**src/core/gpcsr_defs.vh**
```
`ifndef GPCSR_DEFS_VH
`define GPCSR_DEFS_VH
// register addresses on the management register port
`define GPCSR_ADDR_GIG_CTRL 5'h09
`define GPCSR_ADDR_GIG_STAT 5'h0A
`define GPCSR_ADDR_IND_CTRL 5'h0D
`define GPCSR_ADDR_IND_DATA 5'h0E
`define GPCSR_ADDR_GIG_EXT1 5'h0F
`define GPCSR_ADDR_FE_EXT 5'h10
// gigabit control fields
`define GPCSR_CTRL_TEST_HI 15
`define GPCSR_CTRL_TEST_LO 13
`define GPCSR_CTRL_MS_MANUAL 12
`define GPCSR_CTRL_MS_VALUE 11
`define GPCSR_CTRL_PORT_TYPE 10
`define GPCSR_CTRL_ADV_FDX 9
`define GPCSR_CTRL_ADV_HDX 8
`define GPCSR_CTRL_RESET 16'h0700
// test mode codes
`define GPCSR_TEST_NORMAL 3'h0
`define GPCSR_TEST_WAVEFORM 3'h1
`define GPCSR_TEST_JITTER_MASTER 3'h2
`define GPCSR_TEST_JITTER_SLAVE 3'h3
`define GPCSR_TEST_DISTORTION 3'h4
// gigabit status fields
`define GPCSR_STAT_MS_FAULT 15
`define GPCSR_STAT_MS_RESOLVED 14
`define GPCSR_STAT_LOCAL_RX 13
`define GPCSR_STAT_REMOTE_RX 12
`define GPCSR_STAT_LINK_PARTNER_FDX 11
`define GPCSR_STAT_LINK_PARTNER_HDX 10
// indirect access control fields
`define GPCSR_IND_FUNC_HI 15
`define GPCSR_IND_FUNC_LO 14
`define GPCSR_IND_DEV_HI 4
`define GPCSR_IND_DEV_LO 0
`define GPCSR_FUNC_ADDRESS 2'h0
`define GPCSR_FUNC_DATA_NOINC 2'h1
`define GPCSR_FUNC_DATA_INC_RW 2'h2
`define GPCSR_FUNC_DATA_INC_WR 2'h3
// fixed extended status value: gigabit fdx and hdx supported
`define GPCSR_EXT1_VALUE 16'h3000
// fast ethernet status fields
`define GPCSR_FE_LOCKED 15
`define GPCSR_FE_LOCK_ERR 14
`define GPCSR_FE_DISCONNECT 13
`define GPCSR_FE_LINK 12
`define GPCSR_FE_RX_ERR 11
`define GPCSR_FE_TX_ERR 10
`define GPCSR_FE_STREAM_START_DELIMITER_ERR 9
`define GPCSR_FE_STREAM_END_DELIMITER_ERR 8
`endif

```
**src/core/gpcsr_regs.v**
```verilog
`timescale 1ns/1ns
`default_nettype none
`include "gpcsr_defs.vh"
module gpcsr_regs #(
  parameter IDLE_WIDTH = 8
) (
  input wire I_CLK_SYS, // core clock, 125 MHz
  input wire I_ARST_N, // async reset, active low
  // management register port
  input wire I_REG_WR, // write strobe, one cycle
  input wire I_REG_RD, // read strobe, one cycle
  input wire [4:0] I_REG_ADDR, // register address
  input wire [15:0] I_REG_WDATA, // write data
  output reg [15:0] O_REG_RDATA, // read data, one cycle after strobe
  output reg O_REG_RVALID, // read data valid pulse
  // gigabit status inputs from the media side
  input wire I_MS_FAULT, // master/slave fault detected
  input wire I_MS_RESOLVED_MASTER, // role resolved to master
  input wire I_LOCAL_RX_OK, // local receiver normal
  input wire I_REMOTE_RX_OK, // remote receiver ok
  input wire I_LINK_PARTNER_FDX, // partner gigabit fdx able
  input wire I_LINK_PARTNER_HDX, // partner gigabit hdx able
  input wire I_IDLE_ERR, // one idle error
  // fast ethernet status inputs
  input wire I_FE_LOCKED, // descrambler locked
  input wire I_FE_LINK, // link active
  input wire I_FE_LOCK_ERR, // lock error event
  input wire I_FE_DISCONNECT, // disconnect event
  input wire I_FE_RX_ERR, // receive error event
  input wire I_FE_TX_ERR, // transmit error event
  input wire I_FE_STREAM_START_DELIMITER_ERR, // start delimiter error
  input wire I_FE_STREAM_END_DELIMITER_ERR, // end delimiter error
  // controls to the negotiation and test logic
  output reg [2:0] O_TEST_MODE, // decoded test mode, 0 normal
  output reg O_NEG_MANUAL, // use software role
  output reg O_NEG_MASTER, // role to negotiate when manual
  output wire O_PORT_MULTI, // advertise multi-port
  output wire O_ADV_FDX, // advertise gigabit fdx
  output wire O_ADV_HDX, // advertise gigabit hdx
  // clause 45 indirect access port
  output reg O_C45_WR, // write strobe
  output reg O_C45_RD, // read strobe
  output wire [4:0] O_C45_CLAUSE45_DEVICE_SELECT, // target device
  output wire [15:0] O_C45_ADDR, // target register address
  output wire [15:0] O_C45_WDATA, // write data
  input wire [15:0] I_C45_RDATA // register contents, combinational
);
  // ----------------------------------------
  // control registers
  // ----------------------------------------
  reg [15:0] gig_ctrl;
  reg [15:0] ind_ctrl;
  reg [15:0] ind_addr;
  reg [15:0] ind_wdata;
  wire [1:0] func;
  wire data_mode;
  wire wr_ctrl;
  wire wr_ind_ctrl;
  wire wr_window;
  wire rd_window;
  wire rd_stat;
  wire rd_fe;
  wire [5:0] fe_flags;
  wire [IDLE_WIDTH-1:0] idle_count;
  wire ms_fault_flag;
  reg [15:0] next_rdata;

  // ----------------------------------------
  // access decode
  // ----------------------------------------
  // one shared address decode for reads and writes
  // a function, so the read and write sides can never disagree on a hit
  function hit;
    input [4:0] addr;
    input [4:0] target;
    begin
      hit = (addr == target);
    end
  endfunction

  assign wr_ctrl = I_REG_WR && hit(I_REG_ADDR, `GPCSR_ADDR_GIG_CTRL);
  assign wr_ind_ctrl = I_REG_WR && hit(I_REG_ADDR, `GPCSR_ADDR_IND_CTRL);
  assign wr_window = I_REG_WR && hit(I_REG_ADDR, `GPCSR_ADDR_IND_DATA);
  assign rd_window = I_REG_RD && hit(I_REG_ADDR, `GPCSR_ADDR_IND_DATA);
  assign rd_stat = I_REG_RD && hit(I_REG_ADDR, `GPCSR_ADDR_GIG_STAT);
  assign rd_fe = I_REG_RD && hit(I_REG_ADDR, `GPCSR_ADDR_FE_EXT);
  assign func = ind_ctrl[`GPCSR_IND_FUNC_HI:`GPCSR_IND_FUNC_LO];
  assign data_mode = (func != `GPCSR_FUNC_ADDRESS);

  // control register, all bits writable including reserved low byte
  always @(posedge I_CLK_SYS or negedge I_ARST_N)
  begin
    if (!I_ARST_N)
      gig_ctrl <= `GPCSR_CTRL_RESET;
    else if (wr_ctrl)
      gig_ctrl <= I_REG_WDATA;
  end

  assign O_PORT_MULTI = gig_ctrl[`GPCSR_CTRL_PORT_TYPE];
  assign O_ADV_FDX = gig_ctrl[`GPCSR_CTRL_ADV_FDX];
  assign O_ADV_HDX = gig_ctrl[`GPCSR_CTRL_ADV_HDX];

  // ----------------------------------------
  // test mode and role decode
  // ----------------------------------------
  // the media sense switch lives outside this block; software clears it
  // before selecting any nonzero test mode, nothing here enforces that
  // reserved codes fall back to normal so the transmitter never sees them
  always @(posedge I_CLK_SYS or negedge I_ARST_N)
  begin
    if (!I_ARST_N)
    begin
      O_TEST_MODE <= `GPCSR_TEST_NORMAL;
      O_NEG_MANUAL <= 1'b0;
      O_NEG_MASTER <= 1'b0;
    end
    else
    begin
      case (gig_ctrl[`GPCSR_CTRL_TEST_HI:`GPCSR_CTRL_TEST_LO])
        `GPCSR_TEST_WAVEFORM: O_TEST_MODE <= `GPCSR_TEST_WAVEFORM;
        `GPCSR_TEST_JITTER_MASTER: O_TEST_MODE <= `GPCSR_TEST_JITTER_MASTER;
        `GPCSR_TEST_JITTER_SLAVE: O_TEST_MODE <= `GPCSR_TEST_JITTER_SLAVE;
        `GPCSR_TEST_DISTORTION: O_TEST_MODE <= `GPCSR_TEST_DISTORTION;
        default: O_TEST_MODE <= `GPCSR_TEST_NORMAL;
      endcase
      O_NEG_MANUAL <= gig_ctrl[`GPCSR_CTRL_MS_MANUAL];
      // value bit is masked unless manual mode is on
      O_NEG_MASTER <= gig_ctrl[`GPCSR_CTRL_MS_MANUAL] & gig_ctrl[`GPCSR_CTRL_MS_VALUE];
    end
  end

  // ----------------------------------------
  // indirect access window
  // ----------------------------------------
  // access control: reserved middle bits are kept and read back as written
  always @(posedge I_CLK_SYS or negedge I_ARST_N)
  begin
    if (!I_ARST_N)
      ind_ctrl <= 16'h0000;
    else if (wr_ind_ctrl)
      ind_ctrl <= I_REG_WDATA;
  end

  // target selection and write data follow their registers directly
  assign O_C45_CLAUSE45_DEVICE_SELECT = ind_ctrl[`GPCSR_IND_DEV_HI:`GPCSR_IND_DEV_LO];
  assign O_C45_WDATA = ind_wdata;

  // address load in address mode, post-increment per function code
  always @(posedge I_CLK_SYS or negedge I_ARST_N)
  begin
    if (!I_ARST_N)
      ind_addr <= 16'h0000;
    else if (!data_mode && wr_window)
      ind_addr <= I_REG_WDATA;
    else if (data_mode)
    begin
      case (func)
        `GPCSR_FUNC_DATA_INC_RW:
          if (wr_window || rd_window)
            ind_addr <= ind_addr + 16'h0001;
        `GPCSR_FUNC_DATA_INC_WR:
          if (wr_window)
            ind_addr <= ind_addr + 16'h0001;
        default:
          ind_addr <= ind_addr;
      endcase
    end
  end

  // strobes to the target are registered, one cycle behind the access;
  // the increment lands on the edge that takes a window write, so the
  // write strobe carries a copy of the address from before that edge
  reg [15:0] c45_addr_hold;
  always @(posedge I_CLK_SYS or negedge I_ARST_N)
  begin
    if (!I_ARST_N)
    begin
      O_C45_WR <= 1'b0;
      O_C45_RD <= 1'b0;
      ind_wdata <= 16'h0000;
      c45_addr_hold <= 16'h0000;
    end
    else
    begin
      O_C45_WR <= wr_window && data_mode;
      // read data was taken at the access edge; this only tells targets
      // with read side effects that a read was served
      O_C45_RD <= rd_window && data_mode;
      c45_addr_hold <= ind_addr;
      if (wr_window && data_mode)
        ind_wdata <= I_REG_WDATA;
    end
  end

  // limitation: a window read right behind a data write sees the write's
  // address on the target port, so software leaves one idle cycle there
  assign O_C45_ADDR = O_C45_WR ? c45_addr_hold : ind_addr;

  // ----------------------------------------
  // status flags
  // ----------------------------------------
  // fault latches high until read, held while the fault stays present
  gpcsr_sticky #(
    .WIDTH(1)
  ) u_ms_fault (
    .i_clk(I_CLK_SYS),
    .i_arst_n(I_ARST_N),
    .i_event(I_MS_FAULT),
    .i_clear(rd_stat),
    .o_flag(ms_fault_flag)
  );

  // saturating idle error count, so a burst of errors never wraps to zero
  gpcsr_idle_count #(
    .WIDTH(IDLE_WIDTH)
  ) u_idle (
    .i_clk(I_CLK_SYS),
    .i_arst_n(I_ARST_N),
    .i_inc(I_IDLE_ERR),
    .i_clear(rd_stat),
    .o_count(idle_count)
  );

  // self-clearing fast ethernet event flags, order bit 14 down to 8
  gpcsr_sticky #(
    .WIDTH(6)
  ) u_fe_flags (
    .i_clk(I_CLK_SYS),
    .i_arst_n(I_ARST_N),
    .i_event({I_FE_LOCK_ERR, I_FE_DISCONNECT, I_FE_RX_ERR, I_FE_TX_ERR,
              I_FE_STREAM_START_DELIMITER_ERR, I_FE_STREAM_END_DELIMITER_ERR}),
    .i_clear(rd_fe),
    .o_flag(fe_flags)
  );

  // resolved role resets to master until the media side says otherwise
  // registered so a status read never catches the role mid-change
  reg ms_resolved;
  always @(posedge I_CLK_SYS or negedge I_ARST_N)
  begin
    if (!I_ARST_N)
      ms_resolved <= 1'b1;
    else
      ms_resolved <= I_MS_RESOLVED_MASTER;
  end

  // ----------------------------------------
  // status word assembly
  // ----------------------------------------
  // whole words built apart from the mux; every bit starts at zero, so the
  // reserved positions read zero without a case of their own
  reg [15:0] gig_stat_word;
  reg [15:0] fe_stat_word;

  always @*
  begin
    gig_stat_word = 16'h0000;
    gig_stat_word[`GPCSR_STAT_MS_FAULT] = ms_fault_flag;
    gig_stat_word[`GPCSR_STAT_MS_RESOLVED] = ms_resolved;
    gig_stat_word[`GPCSR_STAT_LOCAL_RX] = I_LOCAL_RX_OK;
    gig_stat_word[`GPCSR_STAT_REMOTE_RX] = I_REMOTE_RX_OK;
    gig_stat_word[`GPCSR_STAT_LINK_PARTNER_FDX] = I_LINK_PARTNER_FDX;
    gig_stat_word[`GPCSR_STAT_LINK_PARTNER_HDX] = I_LINK_PARTNER_HDX;
    gig_stat_word[IDLE_WIDTH-1:0] = idle_count;
  end

  // flag order in fe_flags is bit 14 down to bit 8, skipping link at 12
  always @*
  begin
    fe_stat_word = 16'h0000;
    fe_stat_word[`GPCSR_FE_LOCKED] = I_FE_LOCKED;
    fe_stat_word[`GPCSR_FE_LINK] = I_FE_LINK;
    fe_stat_word[`GPCSR_FE_LOCK_ERR] = fe_flags[5];
    fe_stat_word[`GPCSR_FE_DISCONNECT] = fe_flags[4];
    fe_stat_word[`GPCSR_FE_RX_ERR] = fe_flags[3];
    fe_stat_word[`GPCSR_FE_TX_ERR] = fe_flags[2];
    fe_stat_word[`GPCSR_FE_STREAM_START_DELIMITER_ERR] = fe_flags[1];
    fe_stat_word[`GPCSR_FE_STREAM_END_DELIMITER_ERR] = fe_flags[0];
  end

  // ----------------------------------------
  // read mux
  // ----------------------------------------
  always @*
  begin
    next_rdata = 16'h0000;
    case (I_REG_ADDR)
      `GPCSR_ADDR_GIG_CTRL: next_rdata = gig_ctrl;
      `GPCSR_ADDR_GIG_STAT: next_rdata = gig_stat_word;
      `GPCSR_ADDR_IND_CTRL: next_rdata = ind_ctrl;
      `GPCSR_ADDR_IND_DATA: next_rdata = data_mode ? I_C45_RDATA : ind_addr;
      `GPCSR_ADDR_GIG_EXT1: next_rdata = `GPCSR_EXT1_VALUE;
      `GPCSR_ADDR_FE_EXT: next_rdata = fe_stat_word;
      default: next_rdata = 16'h0000;
    endcase
  end

  // ----------------------------------------
  // read data register
  // ----------------------------------------
  // data changes only on a read, so it stands until the next one
  always @(posedge I_CLK_SYS or negedge I_ARST_N)
  begin
    if (!I_ARST_N)
    begin
      O_REG_RDATA <= 16'h0000;
      O_REG_RVALID <= 1'b0;
    end
    else
    begin
      O_REG_RVALID <= I_REG_RD;
      if (I_REG_RD)
        O_REG_RDATA <= next_rdata;
    end
  end
endmodule // gpcsr_regs
`default_nettype wire

```
**src/core/gpcsr_sticky.v**
```verilog
`timescale 1ns/1ns
`default_nettype none
// ----------------------------------------
// latched-high event flags, cleared by read
// ----------------------------------------
module gpcsr_sticky #(
  parameter WIDTH = 6
) (
  input wire i_clk, // core clock
  input wire i_arst_n, // async reset, active low
  input wire [WIDTH-1:0] i_event, // event strobes or levels
  input wire i_clear, // register read this cycle
  output reg [WIDTH-1:0] o_flag // latched flags
);
  // set wins over the read clear so an event in the read cycle is kept
  genvar g;
  generate
    for (g = 0; g < WIDTH; g = g + 1)
    begin : g_flag
      always @(posedge i_clk or negedge i_arst_n)
      begin
        if (!i_arst_n)
          o_flag[g] <= 1'b0;
        else if (i_event[g])
          o_flag[g] <= 1'b1;
        else if (i_clear)
          o_flag[g] <= 1'b0;
      end
    end
  endgenerate
endmodule // gpcsr_sticky
`default_nettype wire

```
**src/core/gpcsr_idle_count.v**
```verilog
`timescale 1ns/1ns
`default_nettype none
// ----------------------------------------
// saturating idle error counter, cleared by read
// ----------------------------------------
module gpcsr_idle_count #(
  parameter WIDTH = 8
) (
  input wire i_clk, // core clock
  input wire i_arst_n, // async reset, active low
  input wire i_inc, // one idle error this cycle
  input wire i_clear, // register read this cycle
  output reg [WIDTH-1:0] o_count // current count
);
  // an error seen in the read cycle restarts the count at one, not lost
  always @(posedge i_clk or negedge i_arst_n)
  begin
    if (!i_arst_n)
      o_count <= {WIDTH{1'b0}};
    else if (i_clear)
      o_count <= {{(WIDTH-1){1'b0}}, i_inc};
    else if (i_inc && !(&o_count))
      o_count <= o_count + {{(WIDTH-1){1'b0}}, 1'b1}; // saturates at all ones
  end
endmodule // gpcsr_idle_count
`default_nettype wire

```
**config.mk**
```make
export PLATFORM = sky130hd
export DESIGN_NAME = gpcsr_regs
export DESIGN_NICKNAME = d
export VERILOG_FILES = /design/src/core/gpcsr_regs.v /design/src/core/gpcsr_sticky.v /design/src/core/gpcsr_idle_count.v
export VERILOG_INCLUDE_DIRS = /design/src /design/src/core
export SDC_FILE = /design/constraint.sdc
export NUM_CORES = 1
export LEC_CHECK = 0
export BUFFER_PORTS_ARGS = -buffer_cell sky130_fd_sc_hd__buf_4
export CELL_PAD_IN_SITES_DETAIL_PLACEMENT = 0
export CELL_PAD_IN_SITES_GLOBAL_PLACEMENT = 1
export CORE_AREA = 4 4 127 129
export CTS_CLUSTER_DIAMETER = 200
export CTS_CLUSTER_SIZE = 25
export DETAILED_ROUTE_END_ITERATION = 7
export DIE_AREA = 0 0 131 133
export MAX_ROUTING_LAYER = met4
export PLACE_DENSITY = 0.76
export SYNTH_ARGS = -nofsm -noshare
export SYNTH_HDL_FRONTEND = slang
export SYNTH_SLANG_ARGS = --single-unit
```
**constraint.sdc**
```tcl
create_clock -name I_CLK_SYS -period 1.9 [get_ports I_CLK_SYS]
set_input_delay 0.285 -clock I_CLK_SYS [delete_from_list [all_inputs] [get_ports I_CLK_SYS]]
set_output_delay 0.285 -clock I_CLK_SYS [all_outputs]
set_load 0.03 [all_outputs]
```
==> results.json <==
{
  "clockBufferDepth": 2,
  "ys_ff_latch": 120,
  "totalWireLength_um": 16900,
  "finalMaxSlewViolations": 0,
  "n_fill_cell": 1341,
  "clk_latency_ns": 0.41,
  "slew_headroom_pct": 61.3,
  "core_area_um2": 15000,
  "drt_pass1_iterations": 5,
  "num_rows": 45,
  "max_slew.worst_pin.slew_ns": 0.581,
  "routedWlPerCell_um": 20.6,
  "setup_viol": 0,
  "yosysUniqueCellTypes": 61,
  "syn_area_um2": 5750,
  "hold_path.startpoint": "I_FE_STREAM_END_DELIMITER_ERR",
  "design.die.area_um2": 17400,
  "antenna_found_initial": 0,
  "rr_startpoint": "ind_ctrl[15]$_DFFE_PN0P_",
  "synth_cells": 484,
  "setup_ws_ns": 0.0662,
  "synth-main-ff-cell": "dfrtp_1",
  "grt_pass1_wl_um": 27000,
  "drc": 0,
  "placed_area_um2": 6930,
  "area_delta_synth_final_pct": 31.0,
  "antenna_cells": 0,
  "postLayoutCellArea_um2": 7530,
  "start_kind": "flop",
  "die_h_um": 133,
  "avgSynthCellArea_um2": 11.9,
  "post-route-min-period_ns": 1.83,
  "clock-root-buffer": "clkbuf_16",
  "p_leak_nw": 3.46,
  "hold_viol": 0,
  "clk_pin_slew_worst_paths_ns": 0.05,
  "via_per_inst": 5.74,
  "total_power_mw": 7.93,
  "crit_required_ns": 2.19,
  "grt_max_degree": 48,
  "regArea_um2": 3010,
  "ys_seq_area_share_pct": 52.3,
  "crit_path_end_kind": "flop",
  "rsz0062_at_grt": "false",
  "grt-ovfl-total": 0,
  "grtUsageTotal_pct": 20.8,
  "rr_worst_depth": 4,
  "htreeDepth": 4,
  "rrSetupSlack_ns": 0.07,
  "grt_pass1_vias": 4856,
  "hold_end": "u_fe_flags.o_flag[0]$_DFFE_PN0P_",
  "port_buffers": 119,
  "p_per_area_nw_per_um2": 1050,
  "max_freq_ghz": 0.545,
  "post-route-period-util_pct": 96.5,
  "hpwl_um": 12600,
  "cap_violations": 0,
  "ir_drop_uv": 616,
  "crit_fanout": 9,
  "multi_input_area_um2": 2500,
  "io_pins": 120,
  "nets": 675,
  "cts_tree": "built",
  "vias": 4692,
  "synth_edf_count": 0,
  "syn_nets": 542,
  "outcome": "complete, no violations",
  "gp_congestion": 0.947,
  "fin_skew_ns": 0.00562,
  "preCtsSetupSlack_ns": 0.0382,
  "drive_gt1_share_pct": 43.3,
  "ant_nets": 0,
  "ys_async_sr_fraction_pct": 100,
  "drtIter0Drc": 422,
  "initial_core_util_pct": 38.3,
  "criticalPathCategory": "reg2reg",
  "regToRegEndpoint": "O_REG_RDATA[11]$_DFFE_PN0P_",
  "critPathArrivalTime_ns": 2.12,
  "hold_slack_ns": 0.0453,
  "hold_depth": 2,
  "hold_class": "in2reg",
  "ys_warn_count": 0,
  "dieWidth_um": 131,
  "fin_util_pct": 50.1,
  "cts_num_sinks": 120,
  "cts_buffers": 17
}
-- through the flow --
stage          TNS (ns)  instances
3_3_place_gp          0        783
4_1_cts               0        817
3_5_place_dp          0        783
6_report              0        818
5_1_grt               0        818
2_1_floorplan    -0.121        484
-- power by group --
group          switching [mW]  internal, mW
registers               0.304          2.91
logic                   0.889         0.717
clock network            1.10          2.02
total                    2.29          5.64
-- registers in the layout, summed over array words and instances, names as in the netlist --
register           count
O_C45_WDATA           16
O_REG_RDATA           16
c45_addr_hold         16
gig_ctrl              16
ind_addr              16
ind_ctrl              16
u_idle.o_count         8
u_fe_flags.o_flag      6
O_TEST_MODE            3
O_C45_RD               1
O_C45_WR               1
O_NEG_MANUAL           1
O_NEG_MASTER           1
O_REG_RVALID           1
ms_resolved            1
u_ms_fault.o_flag      1
-- cells in the final DEF, fill, tap and decap left out, types with 5 or more instances in the layout --
| cell type | synthesis | layout |
|---|---|---|
| buf_4 | 6 | 149 |
| dfrtp_1 | 116 | 114 |
| mux2_2 | 73 | 73 |
| a22oi_1 | 28 | 28 |
| nand2_1 | 21 | 21 |
| nor2_1 | 21 | 21 |
| a31oi_1 | 18 | 18 |
| clkbuf_16 | 0 | 17 |
| nand3_1 | 13 | 13 |
| a21oi_1 | 10 | 10 |
| nand4_1 | 9 | 9 |
| mux2i_1 | 8 | 8 |
| o211ai_1 | 8 | 8 |
| inv_1 | 7 | 7 |
| o21ai_0 | 7 | 7 |
| and3_1 | 6 | 6 |
| a21o_1 | 6 | 6 |
| a2bb2oi_1 | 6 | 6 |
| clkinv_2 | 0 | 6 |
| nor2b_1 | 5 | 5 |
| and2_1 | 5 | 5 |
| and4_1 | 5 | 5 |
| o31ai_1 | 5 | 5 |
-- layer usage --
layer / track usage (%) / wire length (um) / share of wire, % / up-vias
met5: - / 0 / 0 / -
met1: 26.3 / 7080 / 42 / 2359
met3: 4.04 / 952 / 5.6 / 46
met4: 10.1 / 583 / 3.5 / 0
li1: - / - / - / 2103
met2: 31.8 / 8240 / 49 / 184
-- worst max-delay path, cell delays in order (launching register included) --
cell and delay (ns):
dfrtp_1 0.49, or2_2 0.45, mux2_2 0.34, a221oi_1 0.32, a21oi_1 0.11
-- cells by family (layout without fill, tap and decap cells) --
group	count (synthesis)	after routing	synth area share, %
AND/OR/NAND/NOR	108	108	10.6
multiplexers	84	84	16.3
AO/OA/AOI/OAI	121	121	15.8
XOR/XNOR	2	2	0.305
adder cells (fa/ha/maj)	2	2	0.435
flip-flops	120	120	52.3
buffers and inverters	47	193	4.26
-- worst max path at each step --
stage                     slack [ns]                      from  depth (start not counted)                           to
after floorplan                -0.06        O_C45_WR$_DFF_PN0_                          3               O_C45_ADDR[15]
after global placement          0.04  ind_ctrl[14]$_DFFE_PN0P_                          5     ind_addr[13]$_DFFE_PN0P_
after detailed placement        0.04  ind_ctrl[14]$_DFFE_PN0P_                          5      ind_addr[9]$_DFFE_PN0P_
after CTS                       0.02  ind_ctrl[14]$_DFFE_PN0P_                          5      ind_addr[9]$_DFFE_PN0P_
after global routing           0.005  ind_ctrl[14]$_DFFE_PN0P_                          6      ind_addr[9]$_DFFE_PN0P_
final                           0.07  ind_ctrl[15]$_DFFE_PN0P_                          4  O_REG_RDATA[11]$_DFFE_PN0P_
-- final cells by class --
type | count | area share, %
Clock inverter | 9 | 1.30
Clock buffer | 23 | 6.34
Multi-Input combinational cell | 317 | 33.1
Sequential cell | 120 | 40.0
Tap cell | 188 | 3.12
Inverter | 7 | 0.349
Timing Repair Buffer | 154 | 15.8
-- synthesized netlist by cell type (all sizes together), types with 2 or more instances --
| library cell | n | area, um2 |
|---|---|---|
| a2bb2oi | 7 | 67.6 |
| and3 | 6 | 37.5 |
| o31ai | 5 | 37.5 |
| a22o | 3 | 26.3 |
| nand4b | 2 | 17.5 |
| and2 | 5 | 31.3 |
| a211o | 2 | 17.5 |
| dfstp | 4 | 105 |
| a22oi | 28 | 210 |
| o211ai | 8 | 60.1 |
| mux2i | 8 | 80.1 |
| nor2b | 5 | 31.3 |
| o21ai | 8 | 40.0 |
| a211oi | 8 | 80.1 |
| clkbuf | 15 | 56.3 |
| a21oi | 10 | 50.1 |
| o41ai | 3 | 26.3 |
| nor3 | 4 | 20.0 |
| a21o | 6 | 45.0 |
| a221oi | 3 | 26.3 |
| o2bb2ai | 3 | 26.3 |
| nand4 | 9 | 56.3 |
| nor2 | 21 | 78.8 |
| mux2 | 76 | 856 |
| ha | 2 | 25.0 |
| nand2 | 23 | 91.3 |
| and4 | 5 | 43.8 |
| buf | 25 | 163 |
| a31oi | 18 | 113 |
| dfrtp | 116 | 2900 |
| a222oi | 3 | 30.0 |
| inv | 7 | 26.3 |
| nor4 | 5 | 37.5 |
| nand3 | 15 | 92.6 |
-- timing repair --
item	CTS	global route
gates resized for setup	2	1
setup endpoints to repair	11	12
setup buffers	0	1
hold buffers	2	0
endpoints found under the hold margin	45	0
pin swaps	0	1
(Power assumes the default switching activity.)
